==> src/include/ccr_map.vh <==
`ifndef CCR_MAP_VH
`define CCR_MAP_VH

// register indices; byte address is four times the index
`define CCR_IDX_CTRL_TWO      8'h61
`define CCR_IDX_RING_MISMATCH 8'h62
`define CCR_IDX_TIP_MISMATCH  8'h63
`define CCR_IDX_DIFF_GAIN     8'h64
`define CCR_IDX_COMMON_GAIN   8'h65
`define CCR_IDX_CURRENT_LIMIT 8'h66
`define CCR_IDX_MONITOR_OFS   8'h67
`define CCR_IDX_ANALOG_OFS    8'h68
`define CCR_IDX_DAC_OFFSET    8'h69
`define CCR_IDX_BALANCE       8'h6a
`define CCR_IDX_IRQ_STATUS    8'h70
`define CCR_IDX_IRQ_MASK      8'h71

// reset values
`define CCR_RST_CTRL_TWO      8'h1f
`define CCR_RST_RING_MISMATCH 8'h10
`define CCR_RST_TIP_MISMATCH  8'h10
`define CCR_RST_DIFF_GAIN     8'h11
`define CCR_RST_COMMON_GAIN   8'h11
`define CCR_RST_CURRENT_LIMIT 8'h08
`define CCR_RST_MONITOR_OFS   8'h88
`define CCR_RST_ANALOG_OFS    8'h00
`define CCR_RST_DAC_OFFSET    8'h00
`define CCR_RST_BALANCE       8'h20
`define CCR_RST_IRQ_STATUS    8'h00
`define CCR_RST_IRQ_MASK      8'h00

// control register two bit positions
`define CCR_BIT_BALANCE_CAL   0
`define CCR_BIT_ADC_CAL       1
`define CCR_BIT_DAC_CAL       2
`define CCR_BIT_MONITOR_TWO   3
`define CCR_BIT_MONITOR_ONE   4
`define CCR_NUM_CAL           5

// field masks of control register two and the result registers
`define CCR_MASK_CTRL_TWO     8'h1f
`define CCR_MASK_FIVE         8'h1f
`define CCR_MASK_FOUR         8'h0f
`define CCR_MASK_ANALOG_OFS   8'h0f
`define CCR_MASK_FULL         8'hff
`define CCR_MASK_BALANCE      8'h3f

`endif

==> src/verilog/ccr_cal_chan.v <==
`timescale 1ns/100ps
// one calibration enable/status bit with its start and finish events
module ccr_cal_chan (
    // clock and reset
    input  wire clk,
    input  wire rst_n,
    // software side
    input  wire sw_write,
    input  wire sw_value,
    // calibration engine side
    input  wire done,
    output reg  run,
    output reg  start,
    output reg  finish
);

    // a write of one wins over a finish in the same cycle so that a
    // restart requested by software is never swallowed
    always @(posedge clk) begin
        if (!rst_n) begin
            run    <= 1'b1;
            start  <= 1'b0;
            finish <= 1'b0;
        end else begin
            start  <= sw_write & sw_value;
            finish <= done & run & ~(sw_write & sw_value);
            if (sw_write) begin
                run <= sw_value;
            end else if (done) begin
                run <= 1'b0;
            end
        end
    end

endmodule // ccr_cal_chan

==> src/verilog/ccr_regs.v <==
`timescale 1ns/100ps
`include "ccr_map.vh"
// Notes on behaviour
// - writing one starts audio dac offset calibration
// - writing one starts audio adc offset calibration
// - writing bit zero starts longitudinal balance calibration
// - calibration bit reads one while enabled/running
// - monitor calibrations at bits four and three
// - five-bit ring mismatch result, read/write
// - five-bit tip mismatch result, read/write
// - five-bit differential gain result, read/write
// - five-bit common mode gain result
// - four-bit current limit result, low nibble
// - two monitor offset nibbles, one high
// - four analog offset bits at three..zero
// - full eight-bit dac offset result
// - six-bit balance result, low bits
module ccr_regs #(
    parameter ADDR_WIDTH = 12
) (
    // clock and reset
    input  wire                  clk,
    input  wire                  rst_n,
    // apb slave
    input  wire                  psel,
    input  wire                  penable,
    input  wire                  pwrite,
    input  wire [ADDR_WIDTH-1:0] paddr,
    input  wire [31:0]           pwdata,
    output reg  [31:0]           prdata,
    output reg                   pready,
    output reg                   pslverr,
    // calibration engine: one done pulse per control bit
    input  wire [4:0]            cal_done,
    // calibration engine: result load, index as on the bus
    input  wire                  res_load,
    input  wire [7:0]            res_index,
    input  wire [7:0]            res_data,
    // calibration run levels and start pulses
    output reg                   monitor_cal_one_go,
    output reg                   monitor_cal_two_go,
    output reg                   audio_dac_offset_cal_go,
    output reg                   audio_adc_offset_cal_go,
    output reg                   longitudinal_balance_cal_go,
    output reg  [4:0]            cal_start,
    // results steering the analog trims
    output reg  [4:0]            ring_mismatch_result,
    output reg  [4:0]            tip_mismatch_result,
    output reg  [4:0]            diff_gain_result,
    output reg  [4:0]            common_gain_result,
    output reg  [3:0]            current_limit_result,
    output reg  [3:0]            monitor_offset_result_one,
    output reg  [3:0]            monitor_offset_result_two,
    output reg                   dac_offset_positive,
    output reg                   dac_offset_negative,
    output reg                   adc_offset_positive,
    output reg                   adc_offset_negative,
    output reg  [7:0]            dac_offset_result,
    output reg  [5:0]            balance_result,
    // interrupt
    output reg                   irq
);

    // register storage
    reg  [7:0] ring_reg;
    reg  [7:0] tip_reg;
    reg  [7:0] diff_reg;
    reg  [7:0] cgain_reg;
    reg  [7:0] ilim_reg;
    reg  [7:0] mon_reg;
    reg  [7:0] aofs_reg;
    reg  [7:0] dofs_reg;
    reg  [7:0] bal_reg;
    reg  [7:0] irq_status;
    reg  [7:0] irq_mask;

    // bus decode
    wire [7:0] index;
    wire       aligned;
    wire       wr_access;
    reg        mapped;
    reg  [7:0] rd_value;
    wire [7:0] wdata;
    wire [4:0] cal_run;
    wire [4:0] cal_start_w;
    wire [4:0] cal_finish;
    wire       ctrl_write;

    assign index     = paddr[9:2];
    assign aligned   = (paddr[1:0] == 2'b00);
    assign wdata     = pwdata[7:0];
    assign wr_access = psel & penable & pready & pwrite & ~pslverr;
    assign ctrl_write = wr_access & (index == `CCR_IDX_CTRL_TWO);

    // one enable/status bit per calibration of control register two
    genvar g;
    generate
        for (g = 0; g < `CCR_NUM_CAL; g = g + 1) begin : cal_bit
            ccr_cal_chan u_chan (
                .clk      (clk),
                .rst_n    (rst_n),
                .sw_write (ctrl_write),
                .sw_value (wdata[g]),
                .done     (cal_done[g]),
                .run      (cal_run[g]),
                .start    (cal_start_w[g]),
                .finish   (cal_finish[g])
            );
        end
    endgenerate

    // run levels go out registered once more; start pulses too
    always @(posedge clk) begin
        if (!rst_n) begin
            monitor_cal_one_go          <= 1'b1;
            monitor_cal_two_go          <= 1'b1;
            audio_dac_offset_cal_go     <= 1'b1;
            audio_adc_offset_cal_go     <= 1'b1;
            longitudinal_balance_cal_go <= 1'b1;
            cal_start                   <= 5'h00;
        end else begin
            monitor_cal_one_go <= cal_run[`CCR_BIT_MONITOR_ONE];
            monitor_cal_two_go <= cal_run[`CCR_BIT_MONITOR_TWO];
            audio_dac_offset_cal_go <= cal_run[`CCR_BIT_DAC_CAL];
            audio_adc_offset_cal_go <= cal_run[`CCR_BIT_ADC_CAL];
            longitudinal_balance_cal_go <= cal_run[`CCR_BIT_BALANCE_CAL];
            cal_start <= cal_start_w;
        end
    end

    // address map and read values; unused bits come back as zero
    always @* begin
        mapped   = 1'b1;
        rd_value = 8'h00;
        case (index)
            `CCR_IDX_CTRL_TWO: begin
                rd_value = {3'b000, cal_run};
            end
            `CCR_IDX_RING_MISMATCH: begin
                rd_value = ring_reg & `CCR_MASK_FIVE;
            end
            `CCR_IDX_TIP_MISMATCH: begin
                rd_value = tip_reg & `CCR_MASK_FIVE;
            end
            `CCR_IDX_DIFF_GAIN: begin
                rd_value = diff_reg & `CCR_MASK_FIVE;
            end
            `CCR_IDX_COMMON_GAIN: begin
                rd_value = cgain_reg & `CCR_MASK_FIVE;
            end
            `CCR_IDX_CURRENT_LIMIT: begin
                rd_value = ilim_reg & `CCR_MASK_FOUR;
            end
            `CCR_IDX_MONITOR_OFS: begin
                rd_value = mon_reg;
            end
            `CCR_IDX_ANALOG_OFS: begin
                rd_value = aofs_reg & `CCR_MASK_ANALOG_OFS;
            end
            `CCR_IDX_DAC_OFFSET: begin
                rd_value = dofs_reg;
            end
            `CCR_IDX_BALANCE: begin
                rd_value = bal_reg & `CCR_MASK_BALANCE;
            end
            `CCR_IDX_IRQ_STATUS: begin
                rd_value = irq_status;
            end
            `CCR_IDX_IRQ_MASK: begin
                rd_value = irq_mask;
            end
            default: begin
                mapped = 1'b0;
            end
        endcase
        if (!aligned) begin
            mapped   = 1'b0;
            rd_value = 8'h00;
        end
    end

    // apb answer: data and ready registered in the setup cycle, so the
    // access phase always completes in its first cycle; unmapped or
    // unaligned words answer with pslverr and zero data
    always @(posedge clk) begin
        if (!rst_n) begin
            pready  <= 1'b0;
            pslverr <= 1'b0;
            prdata  <= 32'h0000_0000;
        end else if (psel & ~penable) begin
            pready  <= 1'b1;
            pslverr <= ~mapped;
            prdata  <= pwrite ? 32'h0000_0000 : {24'h00_0000, rd_value};
        end else begin
            pready  <= 1'b0;
            pslverr <= 1'b0;
            prdata  <= 32'h0000_0000;
        end
    end

    // result registers: software writes masked to the field width; an
    // engine load to the same register in the same cycle wins, since
    // the measured value is the newer one
    always @(posedge clk) begin
        if (!rst_n) begin
            ring_reg  <= `CCR_RST_RING_MISMATCH;
            tip_reg   <= `CCR_RST_TIP_MISMATCH;
            diff_reg  <= `CCR_RST_DIFF_GAIN;
            cgain_reg <= `CCR_RST_COMMON_GAIN;
            ilim_reg  <= `CCR_RST_CURRENT_LIMIT;
            mon_reg   <= `CCR_RST_MONITOR_OFS;
            aofs_reg  <= `CCR_RST_ANALOG_OFS;
            dofs_reg  <= `CCR_RST_DAC_OFFSET;
            bal_reg   <= `CCR_RST_BALANCE;
        end else begin
            if (wr_access) begin
                case (index)
                    `CCR_IDX_RING_MISMATCH: begin
                        ring_reg <= wdata & `CCR_MASK_FIVE;
                    end
                    `CCR_IDX_TIP_MISMATCH: begin
                        tip_reg <= wdata & `CCR_MASK_FIVE;
                    end
                    `CCR_IDX_DIFF_GAIN: begin
                        diff_reg <= wdata & `CCR_MASK_FIVE;
                    end
                    `CCR_IDX_COMMON_GAIN: begin
                        cgain_reg <= wdata & `CCR_MASK_FIVE;
                    end
                    `CCR_IDX_CURRENT_LIMIT: begin
                        ilim_reg <= wdata & `CCR_MASK_FOUR;
                    end
                    `CCR_IDX_MONITOR_OFS: begin
                        mon_reg <= wdata;
                    end
                    `CCR_IDX_ANALOG_OFS: begin
                        aofs_reg <= wdata & `CCR_MASK_ANALOG_OFS;
                    end
                    `CCR_IDX_DAC_OFFSET: begin
                        dofs_reg <= wdata;
                    end
                    `CCR_IDX_BALANCE: begin
                        bal_reg <= wdata & `CCR_MASK_BALANCE;
                    end
                    default: begin
                        ring_reg <= ring_reg;
                    end
                endcase
            end
            if (res_load) begin
                case (res_index)
                    `CCR_IDX_RING_MISMATCH: begin
                        ring_reg <= res_data & `CCR_MASK_FIVE;
                    end
                    `CCR_IDX_TIP_MISMATCH: begin
                        tip_reg <= res_data & `CCR_MASK_FIVE;
                    end
                    `CCR_IDX_DIFF_GAIN: begin
                        diff_reg <= res_data & `CCR_MASK_FIVE;
                    end
                    `CCR_IDX_COMMON_GAIN: begin
                        cgain_reg <= res_data & `CCR_MASK_FIVE;
                    end
                    `CCR_IDX_CURRENT_LIMIT: begin
                        ilim_reg <= res_data & `CCR_MASK_FOUR;
                    end
                    `CCR_IDX_MONITOR_OFS: begin
                        mon_reg <= res_data;
                    end
                    `CCR_IDX_ANALOG_OFS: begin
                        aofs_reg <= res_data & `CCR_MASK_ANALOG_OFS;
                    end
                    `CCR_IDX_DAC_OFFSET: begin
                        dofs_reg <= res_data;
                    end
                    `CCR_IDX_BALANCE: begin
                        bal_reg <= res_data & `CCR_MASK_BALANCE;
                    end
                    default: begin
                        bal_reg <= bal_reg;
                    end
                endcase
            end
        end
    end

    // result fields out to the analog trims, one flop behind storage;
    // the cycle of latency buys glitch-free trim lines
    always @(posedge clk) begin
        if (!rst_n) begin
            ring_mismatch_result      <= 5'h10;
            tip_mismatch_result       <= 5'h10;
            diff_gain_result          <= 5'h11;
            common_gain_result        <= 5'h11;
            current_limit_result      <= 4'h8;
            monitor_offset_result_one <= 4'h8;
            monitor_offset_result_two <= 4'h8;
            dac_offset_positive       <= 1'b0;
            dac_offset_negative       <= 1'b0;
            adc_offset_positive       <= 1'b0;
            adc_offset_negative       <= 1'b0;
            dac_offset_result         <= 8'h00;
            balance_result            <= 6'h20;
        end else begin
            ring_mismatch_result      <= ring_reg[4:0];
            tip_mismatch_result       <= tip_reg[4:0];
            diff_gain_result          <= diff_reg[4:0];
            common_gain_result        <= cgain_reg[4:0];
            current_limit_result      <= ilim_reg[3:0];
            monitor_offset_result_one <= mon_reg[7:4];
            monitor_offset_result_two <= mon_reg[3:0];
            dac_offset_positive       <= aofs_reg[3];
            dac_offset_negative       <= aofs_reg[2];
            adc_offset_positive       <= aofs_reg[1];
            adc_offset_negative       <= aofs_reg[0];
            dac_offset_result         <= dofs_reg;
            balance_result            <= bal_reg[5:0];
        end
    end

    // sticky finish flags, write one to clear; a finish in the clearing
    // cycle survives because the set term is or'ed in last
    always @(posedge clk) begin
        if (!rst_n) begin
            irq_status <= `CCR_RST_IRQ_STATUS;
            irq_mask   <= `CCR_RST_IRQ_MASK;
            irq        <= 1'b0;
        end else begin
            if (wr_access && index == `CCR_IDX_IRQ_STATUS) begin
                irq_status <= (irq_status & ~(wdata & `CCR_MASK_CTRL_TWO))
                              | {3'b000, cal_finish};
            end else begin
                irq_status <= irq_status | {3'b000, cal_finish};
            end
            if (wr_access && index == `CCR_IDX_IRQ_MASK) begin
                irq_mask <= wdata & `CCR_MASK_CTRL_TWO;
            end
            irq <= |(irq_status & irq_mask);
        end
    end

endmodule // ccr_regs

==> config.mk <==
export PLATFORM = sky130hd
export DESIGN_NAME = ccr_regs
export DESIGN_NICKNAME = d
export VERILOG_FILES = /design/src/verilog/ccr_cal_chan.v /design/src/verilog/ccr_regs.v
export VERILOG_INCLUDE_DIRS = /design/src /design/src/include
export SDC_FILE = /design/constraint.sdc
export NUM_CORES = 1
export LEC_CHECK = 0
export ABC_AREA = 1
export BUFFER_PORTS_ARGS = -buffer_cell sky130_fd_sc_hd__buf_2
export CAP_MARGIN = 30
export CORE_MARGIN = 2
export CORE_UTILIZATION = 53
export CTS_BUF_LIST = sky130_fd_sc_hd__clkbuf_16
export CTS_CLUSTER_SIZE = 40
export DETAILED_ROUTE_END_ITERATION = 7
export PLACE_DENSITY = 0.9
export SETUP_SLACK_MARGIN = 0.15
export SLEW_MARGIN = 0
export SYNTH_ARGS = -nofsm -noshare
export SYNTH_HDL_FRONTEND = slang
export SYNTH_SLANG_ARGS = --single-unit
==> constraint.sdc <==
create_clock -name clk -period 1.9 [get_ports clk]
set_input_delay 0.38 -clock clk [delete_from_list [all_inputs] [get_ports clk]]
set_output_delay 0.38 -clock clk [all_outputs]
set_load 0.005 [all_outputs]
==> results.txt, run 1 <==
----------------------------------------------------
[Placed design]
  Count of input and output buffers ... 115
  Weighted congestion reported at the end of routability-driven placement ... 1.01
  Pre-CTS WS ... 0.00285 ns
  Final HPWL from detailed placement ... 12900 um
  Placed Cells incl. Taps ... 1174

[Routing]
  Post-detailed-route via-to-cell ratio ... 5.48
  Post-DR wirelength/cell ... 15.5 um
  Starting DRC count in detailed routing ... 832
  Drt first pass iters ... 6
  Remaining number of nets flagged by the antenna check after routing ... 0
  Remaining routing DRC violations ... 0
  Total number of vias ... 6637
  Final wirelength ... 18800 um

[Timing]
  Worst Tran Pin Value ... 0.548 ns
  Number of failing setup endpoints in the final timing report ... 0
  Final hold slack ... 0.188 ns
  Final max-slew violation count ... 0
  Final clock skew ... 0.0102 ns
  Number of hold violations in the final report ... 0
  Relative slew margins ... 63.2%
  Worst Slack Setup Final ... 0.279 ns
  Maximum clock frequency ... 0.617 GHz
  Period utilisation layout ... 85.3%
  Tmin final ... 1.62 ns
  TNS Setup ... 0 ns
  Setup repair after global routing missed its margin ... false

[Synthesis]
  Cell taking the most area after synthesis ... dfxtp_1
  Number of enable flip-flop cells after synthesis ... 0
  Post-synthesis cell area ... 6510 sq um
  Number of storage elements in the synthesis netlist ... 146
  Most instantiated flip-flop cell in the synthesis netlist ... dfxtp_1
  Count of warnings emitted by yosys ... 0
  Per-instance average area after synthesis ... 7.04 sq um
  Post-synth top area share ... 44.9%
  Post-synthesis async set-or-reset flop share ... 0%
  Cell count after synthesis ... 925
  Sequential area share after synthesis ... 44.9%
  Unique cell type count in the Yosys netlist ... 29
  Biggest area contributors in the synthesized netlist ... dfxtp_1 (45%), nand2_1 (12%), inv_1 (8.0%)

[Floorplanning]
  Std-Cell Rows ... 40
  Vertical die dimension ... 115 um
  Die Footprint ... 13200 sq um
  Initial Utilization ... 54.2%
  Core footprint ... 12000 sq um
  Die Span X ... 115 um
  Number of placed I/O pins ... 166

[Clock network]
  Count of H-tree levels built during CTS ... 4
  Number of buffers on the longest clock path ... 2
  Later-pin clock latency in the skew report ... 0.43 ns
  Number of buffers created by CTS ... 17
  Clock sink count ... 146
  Resize count post-CTS ... 0
  TritonCTS clock tree ... done
  Clock-pin slew of the registers on the worst-case setup and hold paths ... 0.07 ns
  CTS Root Cell ... clkbuf_16

[Critical path]
  Critical Path AT ... 1.98 ns
  Worst-path maximum fanout ... 12
  Worst setup EP type ... register
  Sum of buffers and inverters on the critical path ... 2
  Slowest stage cell, crit path ... nand3_1
  Type of the setup path with the least slack ... register to register
  Startpoint type of the worst setup path ... register
  Critical path, cell by cell ... inv_1 -> nand2_1 -> nor2_4 -> nand3_1 -> nor2_1 -> inv_1 -> nor2_1
  Data required time at the worst endpoint ... 2.26 ns
  Worst path max stage delay ... 0.43 ns
  Top delay family on crit path ... simple AND/OR/NAND/NOR gates

[Layout]
  Antenna fix cells ... 0
  P&R area growth vs syn ... 21.0%
  Most used cells in the layout excluding fill and tap cells ... nand2_1 (216), dfxtp_1 (146), inv_1 (139), buf_2 (115), nand3_1 (98)
  Ratio of cells with drive above 1 in the final layout ... 19.2%
  NumNets Final ... 1122
  Most common cell after layout, fill and taps aside ... nand2_1
  Number of non-filler instances in the completed layout ... 1211
  # fillers ... 978

[GRT]
  Total routing resource utilization after global routing ... 28.3%
  Antenna violations before repair ... 0
  Global route overflow ... 0
  Global-route wire length before repair ... 28800 um
  Vias in the first global route ... 5801
  Maximum number of pins on one net before global-route repair ... 100

[Power]
  Maximum resistive drop on vdd ... 0.492 mV
  Power density over cell area ... 897 nW/um^2
  Static leakage power ... 4.18 nW

[Worst hold path]
  Min-Delay Path Class ... input port to register

[Outcome]
  Status ... completed

[Job]
  Count of max-cap constraint violations ... 0

----------------------------------------------------
repair_timing:
action / CTS / global route
buffers inserted: 0 / 5
endpoints found under the hold margin: 0 / 0
endpoints found under the setup margin: 0 / 15
hold buffers: 0 / 0
per-layer routing:
metal / part of all wire [%] / track usage [%] / up-vias
li1: - / - / 3142
met1: 39 / 36.4 / 2947
met2: 44 / 43.7 / 451
met3: 12 / 6.91 / 97
met4: 5.8 / 16.0 / 0
met5: 0 / 0 / -
area by class of cell:
class                   count  area [sq um]  area share [%]
clock buffers              17           425            5.40
clock inverters            15           205            2.60
inverters                 143           537            6.81
multi-input cells         602          2810            35.6
flip-flops and latches    146          2920            37.1
well taps                 147           184            2.33
repair buffers            141           796            10.1
worst register-to-register path, delay by kind of cell, from the launching register on:
family | cells | cell delay, ns
AND/OR/NAND/NOR | 5 | 1.09
flip-flops | 1 | 0.31
buffers and inverters | 2 | 0.15
cells in the mapped netlist (5+ instances only):
cell      instances
nor3_1           10
a21oi_1          41
nand2_1         216
clkbuf_1         15
o21ai_0          44
o211ai_1         24
buf_1             5
buf_2             7
nand3_2           5
nor2_4            6
nor4_1            6
inv_1           139
nand4_1          12
o21ai_1           6
nor2_2           10
nand3_1          98
buf_4            30
dfxtp_1         146
nor2_1           84
through the flow:
step                power [mW]  area [sq um]  utilization (%)
finish                    7.07          7880             65.6
global route              7.23          7880             65.6
CTS                       7.08          7840             65.3
detailed placement        3.55          7210             60.0
global placement          3.54          7210             60.0
floorplan                 3.42          6600                -
final timing paths:
check | depth (start not counted) | end | start | slack [ns]
setup / recovery | 7 | cal_bit[1].u_chan.start | pslverr | 0.28
hold / removal | 2 | pready | penable | 0.19
setup reg to reg | 7 | cal_bit[1].u_chan.start | pslverr | 0.28
hold reg to reg | 2 | cal_start[3] | cal_bit[3].u_chan.start | 0.41
report_power, final:
group          total, mW  switching, mW  leakage (nW)  internal (mW)
combinational      0.384          0.279          2.71          0.105
clock               3.57           1.36         0.290           2.21
sequential          3.11         0.0192          1.18           3.10
kinds of logic (layout without fill, tap and decap cells):
group                  Yosys count  in the layout  share of synthesized area, %
other                            1             24                        0.0576
flip-flops                     146            146                          44.9
AND/OR/NAND/NOR                455            455                          31.1
AO/OA/AOI/OAI                  123            123                          10.6
buffers and inverters          200            316                          13.4
Power figures use the tool's default switching activity.
==> run 2, diff against run 1 <==
ABC_AREA = not set   (was 1)
CORE_UTILIZATION = 54   (was 53)
CTS_BUF_LIST = sky130_fd_sc_hd__clkbuf_2 sky130_fd_sc_hd__clkbuf_4 sky130_fd_sc_hd__clkbuf_8   (was sky130_fd_sc_hd__clkbuf_16)
PLACE_DENSITY = 0.92   (was 0.9)
==> run 2 against run 1 <==
Against the previous run:
- worst hold slack worse by 0.026 ns
- clock skew increased by 0.0032 ns
- critical path depth did not move
- synthesized cell count is 31% lower
- global-route usage down 1.2 points
- cell count is 22% lower
- die area is 6.8% lower
- non-clock buffer count grew 31
- sequential power about the same
- critical path type unchanged
- largest cell class is now multi-input combinational cells
- highest routed layer unchanged
==> results.txt, run 2 <==
----------------------------------------------------
[Routing]
  Metal2 WL ... 7650 um (-7.3%)
  Post-detailed-route via-to-cell ratio ... 5.72 (+4.5%)
  Starting DRC count in detailed routing ... 623 (-25%)
  Total number of vias ... 5404 (-19%)
  Drt first pass iters ... 7 (+1)
  Remaining number of nets flagged by the antenna check after routing ... 0 (unchanged)
  Remaining routing DRC violations ... 0 (unchanged)
  Post-DR wirelength/cell ... 17.6 um (+13%)
  Routed length on met1 ... 6490 um (-11%)
  Final wirelength ... 16600 um (-12%)
  Met3 wire len ... 1670 um (-25%)
  Max layer used ... met4

[Layout]
  P&R area growth vs syn ... 22.6%
  Number of non-filler instances in the completed layout ... 944 (-22%)
  Antenna fix cells ... 0 (unchanged)
  Ratio of cells with drive above 1 in the final layout ... 28.8% (+9.7 points)
  Post-route design area ... 7560 sq um (-4.0%)
  Most common cell after layout, fill and taps aside ... dfxtp_1
  NumNets Final ... 859 (-23%)
  Most used cells in the layout excluding fill and tap cells ... dfxtp_1 (146), buf_2 (115), o21ai_0 (52), mux2i_1 (52), buf_4 (52)
  # fillers ... 846 (-13%)

[Critical path]
  Startpoint type of the worst setup path ... register
  Most used cell, CP ... buf_4
  Type of the setup path with the least slack ... register to register
  Top delay family on crit path ... simple AND/OR/NAND/NOR gates
  Worst-path maximum fanout ... 9 (-3)
  Stages on worst setup path ... 7 (unchanged)
  Critical R2R Capture ... cal_bit[3].u_chan.finish
  Slowest stage cell, crit path ... dfxtp_1
  Depth of the most critical reg-to-reg path ... 7 (unchanged)
  Critical path, cell by cell ... and4b_2 -> nand2_4 -> buf_4 -> nor3_2 -> buf_4 -> a21oi_1 -> and3_1
  Worst setup EP type ... register
  Crit Reg-Reg Startpoint ... pslverr
  Sum of buffers and inverters on the critical path ... 2 (unchanged)
  Slack of the worst reg-to-reg path ... 0.22 ns (-0.06 ns)
  Worst path max stage delay ... 0.31 ns (-0.12 ns)
  Data required time at the worst endpoint ... 2.24 ns (-0.02 ns)
  Critical Path AT ... 2.02 ns (+0.04 ns)
  CP startpoint ... pslverr
  Worst setup path end ... cal_bit[3].u_chan.finish

[Synthesis]
  Number of storage elements in the synthesis netlist ... 146 (unchanged)
  Post-synth top area share ... 47.4% (+2.5 points)
  Post-synthesis async set-or-reset flop share ... 0% (unchanged)
  Per-instance average area after synthesis ... 9.61 sq um (+37%)
  Most instantiated flip-flop cell in the synthesis netlist ... dfxtp_1
  Top cells by count, synth ... dfxtp_1 (146), mux2i_1 (52), o21ai_0 (52)
  Sequential area share after synthesis ... 47.4% (+2.5 points)
  Unique cell type count in the Yosys netlist ... 62 (+110%)
  Cell count after synthesis ... 642 (-31%)
  Most used standard cell by instance count after synthesis ... dfxtp_1
  Biggest area contributors in the synthesized netlist ... dfxtp_1 (47%), mux2i_1 (8.4%), and2_1 (5.0%)
  Count of warnings emitted by yosys ... 0 (unchanged)
  Cell taking the most area after synthesis ... dfxtp_1
  Number of enable flip-flop cells after synthesis ... 0 (unchanged)
  Post-synthesis cell area ... 6170 sq um (-5.2%)

[Timing]
  Maximum clock frequency ... 0.596 GHz (-3.3%)
  Number of failing setup endpoints in the final timing report ... 0 (unchanged)
  Period utilisation layout ... 88.3% (+3.0 points)
  Final clock skew ... 0.0134 ns (+0.00321 ns)
  Number of hold violations in the final report ... 0 (unchanged)
  Setup repair after global routing missed its margin ... false
  Tmin final ... 1.68 ns (+0.0562 ns)
  Final max-slew violation count ... 0 (unchanged)

[Clock network]
  Clock sink count ... 146 (unchanged)
  Number of buffers created by CTS ... 17 (unchanged)
  Count of H-tree levels built during CTS ... 4 (unchanged)
  Number of buffers on the longest clock path ... 2 (unchanged)
  Clock-pin slew of the registers on the worst-case setup and hold paths ... 0.09 ns (+0.02 ns)
  TritonCTS clock tree ... done
  Count of hold-fix buffers inserted at cts ... 0 (unchanged)
  Later-pin clock latency in the skew report ... 0.46 ns (+0.03 ns)
  CTS Root Cell ... clkbuf_8

[Placed design]
  Weighted congestion reported at the end of routability-driven placement ... 0.957 (-5.0%)
  Count of input and output buffers ... 115 (unchanged)
  Placed Instance Area ... 7140 sq um (-0.92%)
  Final HPWL from detailed placement ... 11300 um (-12%)
  Placed Cells incl. Taps ... 912 (-22%)

[Job]
  Count of max-cap constraint violations ... 0 (unchanged)

[Floorplanning]
  Std-Cell Rows ... 39 (-2.5%)
  Core footprint ... 11300 sq um (-6.2%)
  Initial Utilization ... 54.7% (+0.53 points)
  Vertical die dimension ... 111 um (-3.4%)
  Die Footprint ... 12300 sq um (-6.8%)
  Die Span X ... 111 um (-3.4%)
  Number of placed I/O pins ... 166 (unchanged)

[GRT]
  Total routing resource utilization after global routing ... 27.2% (-1.2 points)
  Vias in the first global route ... 5056 (-13%)
  Global-route wire length before repair ... 26500 um (-8.0%)
  Global route overflow ... 0 (unchanged)
  Antenna violations before repair ... 0 (unchanged)
  Maximum number of pins on one net before global-route repair ... 121 (+21%)

[Worst hold path]
  Min-Delay Path Class ... input port to register

[Power]
  Static leakage power ... 3.34 nW (-20%)
  Power density over cell area ... 806 nW/um^2 (-10%)
  Maximum resistive drop on vdd ... 0.569 mV (+16%)

[Outcome]
  Status ... completed

----------------------------------------------------
[run 2: timing repair]
item | CTS | global route
setup buffers | 0 | 0
setup endpoints to repair | 0 | 6
resized for setup | 0 | 1
hold endpoints to repair | 0 | 0
[run 2: worst min path at each step]
stage / end / from / cells after the start / slack (ns)
final: cal_bit[0].u_chan.finish / cal_done[0] / 2 / 0.16
after global routing: mon_reg[7] / res_data[7] / 3 / 0.16
after CTS: cal_bit[0].u_chan.finish / cal_done[0] / 2 / 0.15
after detailed placement: irq_status[2] / cal_bit[2].u_chan.finish / 1 / 0.43
after global placement: cal_start[1] / cal_bit[1].u_chan.start / 1 / 0.42
after floorplan: cal_start[0] / cal_bit[0].u_chan.start / 1 / 0.41
[run 2: cells by family (layout without fill, tap and decap cells)]
logic type	count (synthesis)	count (layout)	share of synthesized area, %
other	1	24	0.0608
flip-flops	146	146	47.4
multiplexers	62	62	10.6
AND/OR/NAND/NOR	204	204	20.3
AO/OA/AOI/OAI	157	157	15.4
buffers and inverters	72	208	6.31
[run 2: stage by stage]
stage | setup TNS, ns | util [%] | hold slack, ns | setup WS, ns | total power [mW]
after floorplan | 0 | - | 0.412 | 0.0760 | 3.44
after global placement | -2.77 | 63.4 | 0.416 | -0.101 | 3.56
after detailed placement | -3.48 | 63.4 | 0.428 | -0.130 | 3.57
after CTS | 0 | 67.1 | 0.150 | 0.213 | 6.10
after global routing | 0 | 67.1 | 0.164 | 0.153 | 6.30
final | 0 | 67.1 | 0.162 | 0.223 | 6.10
[run 2: layer usage]
metal / vias to the layer above / track usage [%]
li1: 2529 / -
met1: 2467 / 34.7
met2: 331 / 42.7
met3: 77 / 6.67
met4: 0 / 14.4
met5: - / 0
[run 2: cell type report]
cell class | count | area (sq um) | area share (%)
well taps | 143 | 179 | 2.37
clock inverters | 14 | 179 | 2.37
inverters | 4 | 15.0 | 0.198
multi-input cells | 447 | 2960 | 39.1
flip-flops and latches | 146 | 2920 | 38.6
clock buffers | 18 | 241 | 3.19
repair buffers | 172 | 1070 | 14.1
[run 2: report_power, final]
part | leakage (nW) | switching (mW) | internal [mW]
combinational | 1.95 | 0.248 | 0.155
clock | 0.209 | 1.25 | 1.33
sequential | 1.18 | 0.0232 | 3.09
